==> config.mk <==
export PLATFORM = sky130hd
export DESIGN_NAME = csf_supervisor
export DESIGN_NICKNAME = d
export VERILOG_FILES = /design/src/core/csf_pkg.sv /design/src/core/csf_sync.sv /design/src/core/csf_divider.sv /design/src/core/csf_supervisor.sv
export SDC_FILE = /design/constraint.sdc
export NUM_CORES = 1
export LEC_CHECK = 0
export BUFFER_PORTS_ARGS = -buffer_cell sky130_fd_sc_hd__buf_2
export CAP_MARGIN = 20
export CORE_UTILIZATION = 50
export DETAILED_ROUTE_END_ITERATION = 8
export GPL_TIMING_DRIVEN = 0
export HOLD_SLACK_MARGIN = 0.03
export PLACE_DENSITY_LB_ADDON = 0.2
export SYNTH_ARGS = -nofsm -noshare
export SYNTH_HDL_FRONTEND = slang
export SYNTH_SLANG_ARGS = --single-unit
==> constraint.sdc <==
create_clock -name clk -period 5.6 [get_ports clk]
set_input_delay 0.84 -clock clk [delete_from_list [all_inputs] [get_ports clk]]
set_output_delay 0.84 -clock clk [all_outputs]
set_load 0.03 [all_outputs]
==> src/core/csf_pkg.sv <==
// Purpose: shared constants and types of the charger status and fault supervisor
// Assumes: 250 MHz system clock; analog comparators deliver logic levels
// Notes:   status codes are {high flag, low flag}, a 1 meaning released
package csf_pkg;

  // ************************************************************
  // clock and switching frequency
  // ************************************************************
  localparam int CLK_HZ     = 250_000_000; // system clock rate
  localparam int FSW_MIN_HZ = 125_000;     // slowest switching rate
  localparam int FSW_MAX_HZ = 2_200_000;   // fastest switching rate
  localparam int FSW_DEF_HZ = 350_000;     // rate with the set pin open
  localparam int PER_W      = 12;          // width of a period count

  // switching period in clk cycles, longest rounds down, least rounds up
  localparam logic [PER_W-1:0] PER_MAX_CYC = PER_W'(CLK_HZ / FSW_MIN_HZ);
  localparam logic [PER_W-1:0] PER_MIN_CYC = PER_W'((CLK_HZ + FSW_MAX_HZ - 1) / FSW_MAX_HZ);
  localparam logic [PER_W-1:0] PER_DEF_CYC = PER_W'(CLK_HZ / FSW_DEF_HZ);

  // ************************************************************
  // external synchronisation
  // ************************************************************
  localparam logic [6:0] SYNC_DET_PERIODS = 7'h70; // 112 periods with an edge
  localparam logic [3:0] SYNC_STOP_IN     = 4'h2;  // idle periods before external
  localparam logic [3:0] SYNC_STOP_OUT    = 4'hA;  // idle periods before internal
  localparam int         SYNC_TOL_LO      = 9;     // 90 percent of nominal
  localparam int         SYNC_TOL_HI      = 11;    // 110 percent of nominal
  localparam int         SYNC_TOL_DEN     = 10;    // tolerance denominator

  // ************************************************************
  // charge timer, in timer oscillator cycles
  // ************************************************************
  localparam int TMR_W    = 22;        // timer counter width
  localparam int FCHG_CYC = 2097151;   // absorption timeout
  localparam int PCHG_CYC = FCHG_CYC / 8; // precharge timeout

  // ************************************************************
  // power-up and status codes
  // ************************************************************
  localparam logic [1:0] POR_SETTLE_CYC = 2'h3; // synchroniser settle time
  localparam logic [1:0] FLAG_OFF       = 2'h3; // both released
  localparam logic [1:0] FLAG_CHARGING  = 2'h2; // low flag pulled
  localparam logic [1:0] FLAG_FLOAT     = 2'h0; // both pulled
  localparam logic [1:0] FLAG_FAULT     = 2'h1; // high flag pulled

  // charge stage reported by the sequencer
  localparam logic [1:0] SEQ_PRE   = 2'h0;
  localparam logic [1:0] SEQ_CC    = 2'h1;
  localparam logic [1:0] SEQ_ABS   = 2'h2;
  localparam logic [1:0] SEQ_FLOAT = 2'h3;

  // supervisor state
  typedef enum logic [2:0] {
    ST_CHECK, ST_OFF, ST_PRE, ST_CC, ST_ABS, ST_FLOAT, ST_FAULT
  } csf_state_t;

endpackage

==> src/core/csf_sync.sv <==
// Purpose: two-stage synchroniser for a bundle of asynchronous levels
// Assumes: each bit is an independent level
// Notes:   the first stage feeds only the second stage
`timescale 1ns/10ps
module csf_sync #(
  parameter int WIDTH = 1
) (
  input  wire logic             clk,
  input  wire logic             reset,
  input  wire logic [WIDTH-1:0] din,
  output logic      [WIDTH-1:0] dout
);

  // ************************************************************
  // per-bit synchroniser
  // ************************************************************
  genvar gi;
  generate
    for (gi = 0; gi < WIDTH; gi++) begin : g_bit
      logic meta_q; // first stage, read only by the second
      // two flip-flops per bit
      always_ff @(posedge clk or posedge reset) begin
        if (reset) begin
          meta_q   <= 1'b0;
          dout[gi] <= 1'b0;
        end else begin
          meta_q   <= din[gi];
          dout[gi] <= meta_q;
        end
      end
    end
  endgenerate

endmodule

==> src/core/csf_divider.sv <==
// Purpose: switching-rate divider giving a one-cycle enable each period
// Assumes: period is at least 2 and held steady by the caller
// Notes:   the count restarts when restart is high
`timescale 1ns/10ps
module csf_divider #(
  parameter int W = 12
) (
  input  wire logic         clk,
  input  wire logic         reset,
  input  wire logic         restart,
  input  wire logic [W-1:0] period,
  output logic              tick
);

  logic [W-1:0] cnt_q; // cycles into the current period

  // ************************************************************
  // period counter
  // ************************************************************
  // count up and wrap at the last cycle of the period
  always_ff @(posedge clk or posedge reset) begin
    if (reset) begin
      cnt_q <= '0;
      tick  <= 1'b0;
    end else if (restart) begin
      cnt_q <= '0;
      tick  <= 1'b0;
    end else if (cnt_q >= period - W'(1)) begin
      cnt_q <= '0;
      tick  <= 1'b1;
    end else begin
      cnt_q <= cnt_q + W'(1);
      tick  <= 1'b0;
    end
  end

endmodule

==> src/core/csf_supervisor.sv <==
// Purpose: status flags, fault latch, temperature suspend, bias select and
//          switching clock supervision of a step-down battery charger
// Assumes: comparator levels arrive on pins; only power-on reset clears faults
// Notes:   status flags are modelled as pull-down enables
//
// Summary of operation
// off releases both; charging pulls low flag
// float pulls both; fault or suspend pulls high
// temperature suspend clears itself, unlike faults
// pin faults checked once at power-up
// reference outside window latches a fault
// feedback below threshold latches a fault
// latched fault holds until power cycles
// precharge timer overrun latches faulty battery
// deep-discharge drop in voltage states latches
// temperature trip suspends charging, pauses timer
// resume previous state; timer where it runs
// exactly one bias regulator, hysteretic choice
// switching period set from the resistor
// open set pin gives default rate
// external clock needs edges over 112 periods
// in-range external clock: stop two, switch
// lost external clock: stop ten, internal
// flags driven as active pull-down enables
`timescale 1ns/10ps
module csf_supervisor
  import csf_pkg::*;
#(
  parameter int PCHG_LIMIT = PCHG_CYC, // precharge timeout in timer cycles
  parameter int FCHG_LIMIT = FCHG_CYC  // absorption timeout in timer cycles
) (
  input  wire logic             clk,
  input  wire logic             reset,
  input  wire logic             charger_on,
  input  wire logic [1:0]       seq_state,
  input  wire logic             rt_short_gnd,
  input  wire logic             gate_short_supply,
  input  wire logic             timer_open,
  input  wire logic             timer_short_gnd,
  input  wire logic             ref_short_gnd,
  input  wire logic             ref_low,
  input  wire logic             ref_high,
  input  wire logic             fb_low,
  input  wire logic             deep_discharge_sense_low,
  input  wire logic             temp_low_limit_trip,
  input  wire logic             temp_high_limit_trip,
  input  wire logic             external_bias_input_hi,
  input  wire logic             external_bias_input_lo,
  input  wire logic             charge_timer_pin,
  input  wire logic             timer_disable,
  input  wire logic             freq_set_sync_pin,
  input  wire logic             freq_set_open,
  input  wire logic [PER_W-1:0] freq_set_period,
  output logic                  status_flag_high_bit_out,
  output logic                  status_flag_high_bit_oe,
  output logic                  status_flag_low_bit_out,
  output logic                  status_flag_low_bit_oe,
  output logic                  external_bias_regulator_en,
  output logic                  internal_bias_regulator_en,
  output logic                  switch_enable,
  output logic                  switch_tick,
  output logic                  ext_clock_active,
  output logic                  fault_latched,
  output logic                  charge_suspended,
  output logic                  abs_timer_done
);

  // ************************************************************
  // input synchronisation
  // ************************************************************
  logic [31:0] raw;  // every pin level
  logic [31:0] syn;  // same levels after two flops
  assign raw = {freq_set_period, freq_set_open, freq_set_sync_pin, timer_disable,
                charge_timer_pin, external_bias_input_lo, external_bias_input_hi,
                temp_high_limit_trip, temp_low_limit_trip, deep_discharge_sense_low,
                fb_low, ref_high, ref_low, ref_short_gnd, timer_short_gnd,
                timer_open, gate_short_supply, rt_short_gnd, seq_state, charger_on};

  csf_sync #(.WIDTH(32)) u_sync (
    .clk   (clk),
    .reset (reset),
    .din   (raw),
    .dout  (syn)
  );

  logic             on_s;       // charger enabled
  logic [1:0]       seq_s;      // sequencer stage
  logic             pin_fault;  // any power-up pin fault
  logic             run_fault;  // any continuous fault
  logic             dd_low_s;   // deep-discharge sense low
  logic             temp_bad;   // battery temperature out of range
  logic             bias_hi_s;  // external bias above upper trip
  logic             bias_lo_s;  // external bias below lower trip
  logic             tmr_pin_s;  // timer oscillator level
  logic             tmr_dis_s;  // timer feature disabled
  logic             sync_s;     // external clock level
  logic             fs_open_s;  // set pin unconnected
  logic [PER_W-1:0] fs_per_s;   // resistor-set period
  assign on_s      = syn[0];
  assign seq_s     = syn[2:1];
  assign pin_fault = |syn[7:3];
  assign run_fault = syn[8] | syn[9] | syn[10];
  assign dd_low_s  = syn[11];
  assign temp_bad  = syn[12] | syn[13];
  assign bias_hi_s = syn[14];
  assign bias_lo_s = syn[15];
  assign tmr_pin_s = syn[16];
  assign tmr_dis_s = syn[17];
  assign sync_s    = syn[18];
  assign fs_open_s = syn[19];
  assign fs_per_s  = syn[31:20];

  // ************************************************************
  // charge state and fault latch
  // ************************************************************
  csf_state_t       state_q;     // supervisor state
  logic [1:0]       settle_q;    // power-up settle counter
  logic             susp_q;      // temperature suspend
  logic [TMR_W-1:0] tmr_cnt_q;   // charge timer count
  logic             tmr_prev_q;  // timer pin delayed
  logic             charging;    // in any charging state
  logic             pchg_over;   // precharge timer overrun
  logic             dd_fault;    // deep discharge in a voltage state
  assign charging  = state_q inside {ST_PRE, ST_CC, ST_ABS, ST_FLOAT};
  assign pchg_over = (state_q == ST_PRE) && (tmr_cnt_q > TMR_W'(PCHG_LIMIT));
  assign dd_fault  = (state_q inside {ST_ABS, ST_FLOAT}) && dd_low_s;

  // stage requested by the sequencer
  function automatic csf_state_t stage_of(input logic [1:0] s);
    case (s)
      SEQ_PRE:   stage_of = ST_PRE;
      SEQ_CC:    stage_of = ST_CC;
      SEQ_ABS:   stage_of = ST_ABS;
      default:   stage_of = ST_FLOAT;
    endcase
  endfunction

  // main state; fault has no exit but reset
  always_ff @(posedge clk or posedge reset) begin
    if (reset) begin
      state_q  <= ST_CHECK;
      settle_q <= '0;
    end else begin
      case (state_q)
        // wait for the synchronisers, then test the pins once
        ST_CHECK: begin
          if (settle_q != POR_SETTLE_CYC) begin
            settle_q <= settle_q + 2'h1;
          end else if (pin_fault) begin
            state_q <= ST_FAULT;
          end else begin
            state_q <= ST_OFF;
          end
        end
        ST_FAULT: state_q <= ST_FAULT;
        default: begin
          if (run_fault || pchg_over || dd_fault) begin
            state_q <= ST_FAULT; // see R05 see R06 see R08
          end else if (!on_s) begin
            state_q <= ST_OFF;
          end else if (!susp_q) begin
            // frozen while suspended so charging resumes where it was
            state_q <= stage_of(seq_s);
          end
        end
      endcase
    end
  end

  // suspend follows the temperature, never latched
  always_ff @(posedge clk or posedge reset) begin
    if (reset) begin
      susp_q <= 1'b0;
    end else begin
      susp_q <= charging && temp_bad; // see R03
    end
  end

  // charge timer counts precharge and absorption, pauses on suspend
  always_ff @(posedge clk or posedge reset) begin
    if (reset) begin
      tmr_cnt_q  <= '0;
      tmr_prev_q <= 1'b0;
    end else begin
      tmr_prev_q <= tmr_pin_s;
      if (!susp_q && on_s && state_q != stage_of(seq_s)) begin
        tmr_cnt_q <= '0; // stage change restarts the timer
      end else if (state_q inside {ST_PRE, ST_ABS} && !susp_q && !tmr_dis_s
                   && tmr_pin_s && !tmr_prev_q && tmr_cnt_q != '1) begin
        tmr_cnt_q <= tmr_cnt_q + TMR_W'(1); // see R10
      end
    end
  end

  // ************************************************************
  // status flags and reported levels
  // ************************************************************
  logic [1:0] code; // {high, low}, 1 = released
  always_comb begin
    if (state_q == ST_FAULT || susp_q) begin
      code = FLAG_FAULT;
    end else if (state_q == ST_FLOAT) begin
      code = FLAG_FLOAT;
    end else if (charging) begin
      code = FLAG_CHARGING;
    end else begin
      code = FLAG_OFF;
    end
  end

  // pull-down enables are registered; pin level is always low
  always_ff @(posedge clk or posedge reset) begin
    if (reset) begin
      status_flag_high_bit_oe <= 1'b0;
      status_flag_low_bit_oe  <= 1'b0;
      fault_latched           <= 1'b0;
      charge_suspended        <= 1'b0;
      abs_timer_done          <= 1'b0;
    end else begin
      status_flag_high_bit_oe <= ~code[1];
      status_flag_low_bit_oe  <= ~code[0];
      fault_latched           <= state_q == ST_FAULT;
      charge_suspended        <= susp_q;
      abs_timer_done          <= state_q == ST_ABS && tmr_cnt_q > TMR_W'(FCHG_LIMIT);
    end
  end
  assign status_flag_high_bit_out = 1'b0;
  assign status_flag_low_bit_out  = 1'b0;

  // ************************************************************
  // bias regulator select
  // ************************************************************
  // hysteresis between the two trips; one enable is the inverse of the other
  always_ff @(posedge clk or posedge reset) begin
    if (reset) begin
      external_bias_regulator_en <= 1'b0;
    end else if (bias_hi_s) begin
      external_bias_regulator_en <= 1'b1;
    end else if (bias_lo_s) begin
      external_bias_regulator_en <= 1'b0;
    end
  end
  assign internal_bias_regulator_en = ~external_bias_regulator_en;

  // ************************************************************
  // switching clock and external synchronisation
  // ************************************************************
  logic [PER_W-1:0] per;        // internal period in clk cycles
  logic             int_tick;   // internal period boundary
  logic             sync_prev_q;// external level delayed
  logic             sync_edge;  // external rising edge
  logic             seen_q;     // edge seen this period
  logic [PER_W:0]   gap_q;      // cycles since the last edge
  logic [PER_W:0]   meas_q;     // last edge-to-edge interval
  logic             in_tol;     // interval within ten percent
  logic [6:0]       good_q;     // consecutive good periods
  logic [3:0]       stop_q;     // idle periods still to wait
  logic             ext_q;      // on the external clock

  // resistor period clamped to the legal range, default when open
  always_comb begin
    if (fs_open_s) begin
      per = PER_DEF_CYC;
    end else if (fs_per_s < PER_MIN_CYC) begin
      per = PER_MIN_CYC;
    end else if (fs_per_s > PER_MAX_CYC) begin
      per = PER_MAX_CYC;
    end else begin
      per = fs_per_s;
    end
  end

  csf_divider #(.W(PER_W)) u_div (
    .clk     (clk),
    .reset   (reset),
    .restart (state_q == ST_CHECK),
    .period  (per),
    .tick    (int_tick)
  );

  assign sync_edge = sync_s && !sync_prev_q;
  assign in_tol    = 32'(meas_q) * SYNC_TOL_DEN >= 32'(per) * SYNC_TOL_LO
                  && 32'(meas_q) * SYNC_TOL_DEN <= 32'(per) * SYNC_TOL_HI;

  // measure the external clock edge to edge
  always_ff @(posedge clk or posedge reset) begin
    if (reset) begin
      sync_prev_q <= 1'b0;
      gap_q       <= '0;
      meas_q      <= '0;
    end else begin
      sync_prev_q <= sync_s;
      if (sync_edge) begin
        meas_q <= gap_q;
        gap_q  <= (PER_W+1)'(1);
      end else if (gap_q != '1) begin
        gap_q <= gap_q + (PER_W+1)'(1);
      end
    end
  end

  // per-period edge check, stop windows and clock source
  always_ff @(posedge clk or posedge reset) begin
    if (reset) begin
      seen_q <= 1'b0;
      good_q <= '0;
      stop_q <= '0;
      ext_q  <= 1'b0;
    end else begin
      if (sync_edge) begin
        seen_q <= 1'b1;
      end
      if (int_tick) begin
        seen_q <= sync_edge;
        if (stop_q != '0) begin
          stop_q <= stop_q - 4'h1;
        end
        if (!ext_q) begin
          if (!(seen_q || sync_edge)) begin
            good_q <= '0;
          end else if (good_q != SYNC_DET_PERIODS) begin
            good_q <= good_q + 7'h1;
          end else if (in_tol && stop_q == '0) begin
            ext_q  <= 1'b1;
            stop_q <= SYNC_STOP_IN;
            good_q <= '0;
          end
        end else if (!(seen_q || sync_edge)) begin
          ext_q  <= 1'b0;
          stop_q <= SYNC_STOP_OUT;
        end
      end
    end
  end

  // switching runs only while charging and outside a stop window
  always_ff @(posedge clk or posedge reset) begin
    if (reset) begin
      switch_enable    <= 1'b0;
      switch_tick      <= 1'b0;
      ext_clock_active <= 1'b0;
    end else begin
      switch_enable    <= charging && !susp_q && stop_q == '0;
      switch_tick      <= charging && !susp_q && stop_q == '0
                          && (ext_q ? sync_edge : int_tick);
      ext_clock_active <= ext_q;
    end
  end

  // ************************************************************
  // checks
  // ************************************************************
  AST_FLAG_OFF: assert property (@(posedge clk) disable iff (reset)
    state_q == ST_OFF && !susp_q |=> !status_flag_high_bit_oe && !status_flag_low_bit_oe)
    else $error("off state must release both flags");
  AST_FLAG_CHG: assert property (@(posedge clk) disable iff (reset)
    state_q inside {ST_PRE, ST_CC, ST_ABS} && !susp_q
    |=> !status_flag_high_bit_oe && status_flag_low_bit_oe)
    else $error("charging must pull only the low flag");
  AST_FLAG_FLOAT: assert property (@(posedge clk) disable iff (reset)
    state_q == ST_FLOAT && !susp_q |=> status_flag_high_bit_oe && status_flag_low_bit_oe)
    else $error("float must pull both flags");
  AST_FLAG_FAULT: assert property (@(posedge clk) disable iff (reset)
    state_q == ST_FAULT || susp_q |=> status_flag_high_bit_oe && !status_flag_low_bit_oe)
    else $error("fault or suspend must pull only the high flag");
  AST_SUSP_CLEAR: assert property (@(posedge clk) disable iff (reset)
    susp_q && !temp_bad |=> !susp_q)
    else $error("suspend did not clear with temperature back");
  AST_FAULT_HOLD: assert property (@(posedge clk) disable iff (reset)
    state_q == ST_FAULT |=> state_q == ST_FAULT [*8])
    else $error("latched fault released without reset");
  AST_RUN_FAULT: assert property (@(posedge clk) disable iff (reset)
    state_q != ST_CHECK && run_fault |=> state_q == ST_FAULT ##1 fault_latched)
    else $error("reference or feedback fault not latched");
  AST_PCHG: assert property (@(posedge clk) disable iff (reset)
    pchg_over |=> state_q == ST_FAULT)
    else $error("precharge overrun not latched");
  AST_DD: assert property (@(posedge clk) disable iff (reset)
    dd_fault && !run_fault |=> state_q == ST_FAULT)
    else $error("deep discharge fault not latched");
  AST_TMR_PAUSE: assert property (@(posedge clk) disable iff (reset)
    susp_q && $past(susp_q) |-> $stable(tmr_cnt_q))
    else $error("timer moved while suspended");
  AST_BIAS: assert property (@(posedge clk) disable iff (reset)
    external_bias_regulator_en != internal_bias_regulator_en
    and (bias_hi_s |=> external_bias_regulator_en))
    else $error("bias regulator select wrong");
  AST_SYNC_IN: assert property (@(posedge clk) disable iff (reset)
    $rose(ext_q) |-> stop_q == SYNC_STOP_IN ##1 !switch_enable)
    else $error("no stop window entering external clock");
  AST_SYNC_OUT: assert property (@(posedge clk) disable iff (reset)
    $fell(ext_q) |-> stop_q == SYNC_STOP_OUT ##1 !switch_enable)
    else $error("no stop window leaving external clock");

endmodule

Yosys cells after proc, flatten, opt, wreduce, memory -nomap -nowiden
Cells that the tools add are included.
- input bits: 34
- memory bits (writable): 0
- memory bits (read-only): 0
- latch bits: 0
- logic and storage cells: 206
- memories kept: 0
- register bits: 155
- output and inout port bits: 12
- $lt $le $gt $ge: 7
- bitwise gates (word level): 7
- shift-type cells: 0
- divide/modulo/power cells: 0
- add/subtract/negate cells: 7
- reduce and logical (&&, ||, !) cells: 40
- $mul: 3
- muxes and demuxes: 40
- equality and inequality tests: 15
- operators with widths (kind ; number):
    12-bit two-way mux ; 5
    22-bit two-way mux ; 2
    12-bit by 4-bit multiplier with 16-bit output, second input constant ; 2
    13-bit two-way mux ; 2
    4-bit two-way mux ; 6
    22-bit by 1-bit adder with 22-bit output, second input constant ; 1
    22-bit by 18-bit greater-than comparator with 1-bit output, second input constant ; 1
    22-bit by 21-bit greater-than comparator with 1-bit output, second input constant ; 1
    22-bit inequality test, second input constant ; 1
    7-bit two-way mux ; 3
    17-bit by 16-bit >= comparator with 1-bit output ; 1
    17-bit by 16-bit <= comparator with 1-bit output ; 1
    1-bit logical AND ; 17
    13-bit by 3-bit multiplier with 16-bit output, second input constant ; 1
    3-bit two-way mux ; 5
    13-bit by 1-bit adder with 13-bit output, second input constant ; 1
    1-bit two-way mux ; 13
    13-bit inequality test, second input constant ; 1
    12-bit by 1-bit adder with 12-bit output, second input constant ; 1
    12-bit >= comparator ; 1
    12-bit by 11-bit greater-than comparator with 1-bit output, second input constant ; 1
    12-bit by 7-bit less-than comparator with 1-bit output, second input constant ; 1
    2-bit nonzero test ; 6
    12-bit by 1-bit subtractor with 12-bit output, second input constant ; 1
    26 further kinds ; 44

Longest topological paths before layout
- depth after elaboration: 12
- mapped depth: 25
- mapped depth without buffers: 25

Hierarchy
A second synthesis with hierarchy kept.
- cell total of the unflattened synthesis: 942
- area total of the unflattened synthesis: 9407.8 µm²
- modules (own cells, without submodules) (module ; seq. area each (µm²) ; area each (µm²) ; cells an instance ; times used):
    csf_supervisor ; 1951.9 ; 6700.2 ; 761 ; 1
    csf_sync ; 1601.5 ; 1605.3 ; 65 ; 1
    csf_divider ; 325.3 ; 1102.3 ; 116 ; 1

Worst setup path before layout
OpenSTA, ideal clock, no wires.
- path kind: register to register
- start point: reg u_sync.dout[31]
- end point: reg good_q[1]
- path buffers: 0
- path slack: 0.001 ns
- arrival time: 5.458 ns
- setup time: 0.141 ns
- cell stages (with the launch flop): 22
- clock period less this slack: 5.599 ns
- required time: 5.459 ns
- path through: dfrtp_1 or4_4 a211oi_4 o21bai_4 o21bai_1 ha_1 fa_1 ha_1 nor2b_1 o21ai_0 a21boi_0 o41a_1 a41o_1 o41ai_1 xor2_1 ha_1 nand4_1 or4_1 nor2_1 o211a_1 a211o_1 o221ai_1
- longest elaborated chain between the ends: 10
- elaborated cells on any way between the ends: 13
- classes of those cells: 2 x mul; 4 x order compare; 1 x eq/ne; 3 x mux; 3 x reduce/logical
- ends and longest elaborated chain (what ; RTL line ; text):
    start, declared ; csf_sync.sv:11 ; output logic [WIDTH-1:0] dout
    start signal, assigned by index ; csf_sync.sv:28 ; dout[gi] <= meta_q;
    12-bit by 11-bit greater-than comparator with 1-bit output ; csf_supervisor.sv:266 ; end else if (fs_per_s > PER_MAX_CYC) begin
    12-bit two-way mux ; csf_supervisor.sv:266 ;
    12-bit two-way mux (*) ; csf_supervisor.sv:264 ; end else if (fs_per_s < PER_MIN_CYC) begin
    12-bit two-way mux (*) ; csf_supervisor.sv:262 ; if (fs_open_s) begin
    12-bit by 4-bit multiplier with 16-bit output, on equally long branches ; csf_supervisor.sv:282, csf_supervisor.sv:283 ;
    17-bit by 16-bit >= comparator with 1-bit output / 17-bit by 16-bit <= comparator with 1-bit output (equally long branches) ; csf_supervisor.sv:282, csf_supervisor.sv:283 ;
    1-bit logical AND (*) ; csf_supervisor.sv:283 ; && 32'(meas_q) * SYNC_TOL_DEN <= 32'(per) * SYNC_TOL_HI;
    1-bit logical AND (*) ; csf_supervisor.sv:323 ; end else if (in_tol && stop_q == '0) begin
    3-bit by 1-bit inequality test with 1-bit output (no line) (*) ; - ;
    3-bit AND reduction (no line) (*) ; - ;
    end signal, assigned ; csf_supervisor.sv:322 ; good_q <= good_q + 7'h1;
    end, declared ; csf_supervisor.sv:256 ; logic [6:0] good_q;
Every way passes the cells marked *; elsewhere a longest branch is shown, timed or not.
A chain may end at the register's enable or synchronous reset.

Worst setup path after layout
Ends and elaborated chain as after synthesis.

==> impl_summary.txt <==
----------------------------------------------------
[Worst setup path]
  Buf/Inv on CP ... 3
  Cells along the critical path ... or4_4 > a211oi_4 > o21bai_4 > nor2_4 > nor2_4 > buf_6 > ha_4 > inv_2 > fa_1 > inv_2 > ha_4 > or3_1 > o211a_1 > a41o_1 > o41ai_4 > xor2_1 > ha_1 > nand4_1 > nor3_1 > a211oi_1 > o21a_1 > o211a_4 > a211o_4 > o221ai_2
  Slowest-stage cell, CP ... or4_4
  Stage delay of the slowest cell on the critical path ... 0.55 ns
  Gate family responsible for the most delay along the worst path ... compound AO/OA/AOI/OAI gates
  Crit path required time ... 5.93 ns
  Critical path class ... register to register
  Top fanout value on the critical path ... 5
  Sort of element at the end of the critical path ... register
  WP data arrival ... 6.05 ns
  Element type at the critical path start ... register

[Place]
  Number of placed instances with taps included ... 1199
  Final estimated routing congestion in global placement ... 0.8619
  Total of buffers placed on input and output ports ... 43
  HPWL after detailed placement ... 12600 um
  Post-Place Setup Slack ... -0.7891 ns

[Route]
  WL final ... 17790 um
  Vias after detailed routing ... 6776
  Starting DRT DRC Count ... 336
  Per-cell routed wire length ... 14.14 um
  Number of search-and-repair iterations in the first detailed-routing pass ... 5
  Avg Vias per Cell ... 5.386
  DRC viols ... 0
  ANT nets after route ... 0

[Final layout]
  Commonest non-fill, non-tap cells in the layout ... 154 x dfrtp_1, 111 x ha_1, 89 x nand2_1
  Proportion of layout cells with a drive suffix above 1 ... 15.65%
  Area growth syn-to-layout ... 17.74%
  Most common library cell in the layout ignoring fill and taps ... dfrtp_1
  Non-filler cells, final ... 1258
  Number of diodes added for antenna fixing ... 0
  Nets@finish ... 1180

[Logic synthesis]
  Number of unique standard cell types used by synthesis ... 66
  Synth Register Bits ... 155
  Synth Cell Area ... 9225 sq um
  Synth Area in Adders ... 18.53%
  EDFF count, synth ... 0
  Compound-cell area share of the yosys netlist ... 10.82%
  Mean Syn Cell Area ... 10.03 sq um
  Area share of and/or/nand/nor cells after synthesis ... 17.63%
  Multiplexer share of the synthesized area ... 0.4476%
  Count of synthesis-stage warnings from yosys ... 0
  Combinational family with the most area after synthesis ... adder cells
  Dominant synthesized flop cell ... dfrtp_1
  Share of the yosys chip area belonging to registers ... 42.05%
  Post-synthesis cell count ... 920
  Post-synthesis xor/xnor area fraction ... 7.310%
  Fraction of registers with async set or reset after synthesis ... 100.0%

[CTS]
  Count of hold buffers inserted by post-cts repair ... 0
  Clock root cell ... clkbuf_16
  Total CTS buffers ... 17
  Clock slew at reported path FFs ... 0.07 ns
  Latest clock arrival within the worst-skew pair ... 0.42 ns
  CTS tree ... built
  Maximum number of buffers from clock root to sink ... 2
  CTS sink cnt ... 155
  Max H-tree Level ... 4

[Timing]
  RSZ-0062 raised after global routing ... yes
  Worst Setup Slack, final ... -0.1191 ns
  Worst slew margin relative to its limit ... 32.68%
  Setup violation total in the final timing report ... 8
  Worst clock skew ... 0.01185 ns
  Final slew viol count ... 0
  Total negative slack for setup checks ... -0.5722 ns
  Highest attainable clock frequency ... 0.1749 GHz
  Worst-margin pin slew ... 1.001 ns
  Post-layout min period ... 5.719 ns
  Number of failing hold endpoints at the final stage ... 0
  Period utilisation layout ... 102.1%

[Floorplan]
  Initial Util ... 51.18%
  Horiz. Die Dim ... 137.8 um
  I/O pin cnt ... 46
  Placement row count ... 49
  Die Ht ... 137.8 um
  Core region area ... 18020 sq um
  Die ar. ... 19000 sq um

[Pwr]
  Share of total power in combinational logic ... 25.2%
  Design internal power ... 0.002155 W
  Max VDD drop ... 0.3223 mV
  Switching power total ... 0.001052 W
  Sequential Power Share ... 39.3%
  Part of the power in the clock network ... 35.5%
  Standby leakage power ... 5.258 nW
  Switching share of power ... 32.80%
  Power density of the placed cells ... 295.2 nW/um^2

[Run]
  Max-cap violations ... 0

[GRT]
  Maximum number of pins on one net before global-route repair ... 92
  GRT Resource Usage Total ... 20.61%
  Initial antenna violation count ... 1
  Total gr overflow ... 0
  Global-route wire length before repair ... 30840 um
  Vias in the first global route ... 6669

[Run status]
  Failing checks ... setup timing
  Status ... finished with violations

[Min path]
  Hold WC Path Type ... register to register

----------------------------------------------------
==> synth_stat cells, drive strengths merged (5+ instances only) <==
master / n / area [sq um]
dfrtp: 155 / 3879
ha: 119 / 1489
nand2: 90 / 337.8
nor2: 78 / 292.8
inv: 53 / 198.9
a21oi: 49 / 245.2
xor2: 45 / 394.1
nand3: 32 / 160.2
xnor2: 32 / 280.3
nor3: 26 / 130.1
o21ai: 24 / 120.1
nand4: 21 / 131.4
and3: 19 / 118.9
clkbuf: 17 / 63.81
a21o: 12 / 90.09
fa: 11 / 220.2
nor2b: 11 / 68.82
o21a: 9 / 67.56
or3: 9 / 56.30
and2: 8 / 50.05
nor4: 8 / 50.05
nand2b: 7 / 43.79
o21bai: 5 / 48.80
or4: 5 / 45.04
==> final timing paths <==
path / from / to / slack (ns) / cells past startpoint
min in group asynchronous: reset / u_sync.g_bit[11].meta_q / 0.48 / 2
min: u_sync.g_bit[18].meta_q / u_sync.dout[18] / 0.35 / 0
max in group asynchronous: reset / meas_q[1] / 4.31 / 3
max: u_sync.dout[31] / good_q[1] / -0.12 / 24
max reg2reg: u_sync.dout[31] / good_q[1] / -0.12 / 24
min reg2reg: u_sync.g_bit[18].meta_q / u_sync.dout[18] / 0.35 / 0
==> area by class of cell <==
class,count,area [sq um]
clock inverter,15,180.2
sequential,155,3880
fill,1553,7163
multi-input combinational,697,5346
inverter,53,203.9
clock buffer,17,425.4
buffer,21,90.09
timing repair buffer,71,449.2
tap,229,286.5
==> power groups by stage <==
stage | Clock (W) | Combinational (W) | Sequential, W
2_1_floorplan | 0 | 0.000576 | 0.00126
3_3_place_gp | 0 | 0.000713 | 0.00128
3_5_place_dp | 0 | 0.000737 | 0.00128
4_1_cts | 0.00117 | 0.000785 | 0.00126
5_1_grt | 0.00121 | 0.000934 | 0.00127
6_report | 0.00114 | 0.000808 | 0.00126
==> flip-flops by register name (all words and copies together) (netlist names), 2 cells and up <==
name	count
u_div.cnt_q	12
state_q	3
stop_q	4
u_sync.dout	32
gap_q	13
meas_q	13
tmr_cnt_q	22
u_sync.g_bit.meta_q	32
good_q	7
settle_q	2
==> cells by family after synthesis <==
| logic type | after synthesis |
|---|---|
| DFF | 155 |
| and+or+nand+nor | 331 |
| AOI/OAI and AO/OA | 147 |
| muxes | 4 |
| xor gates and xnor gates | 77 |
| buffers and inverters | 74 |
| adders and majority gates | 130 |
| other | 2 |
==> timing repair <==
item | 4_1_cts | 5_1_grt
pin swaps | 17 | 27
gates resized for setup | 40 | 20
setup buffers | 19 | 8
endpoints found under the setup margin | 8 | 8
==> metal layers <==
metal / routed length (um) / vias to the layer above / GRT usage (%)
met5: 0 / - / 0
li1: - / 3438 / -
met4: 238 / 0 / 5.676
met3: 421 / 24 / 3.642
met2: 8404 / 91 / 33.70
met1: 8727 / 3223 / 28.07
==> through the flow <==
stage	total power [W]	utilization, %	instance area [sq um]	hold WS (ns)
final	0.003206	60.26	10860	0.3474
after global routing	0.003421	60.26	10860	0.3529
after CTS	0.003220	59.41	10710	0.3487
after detailed placement	0.002019	54.27	9782	0.3347
after global placement	0.001993	54.09	9749	0.3324
after floorplan	0.001838	-	9248	0.3312
No activity file was read; power rests on OpenSTA's default activity.
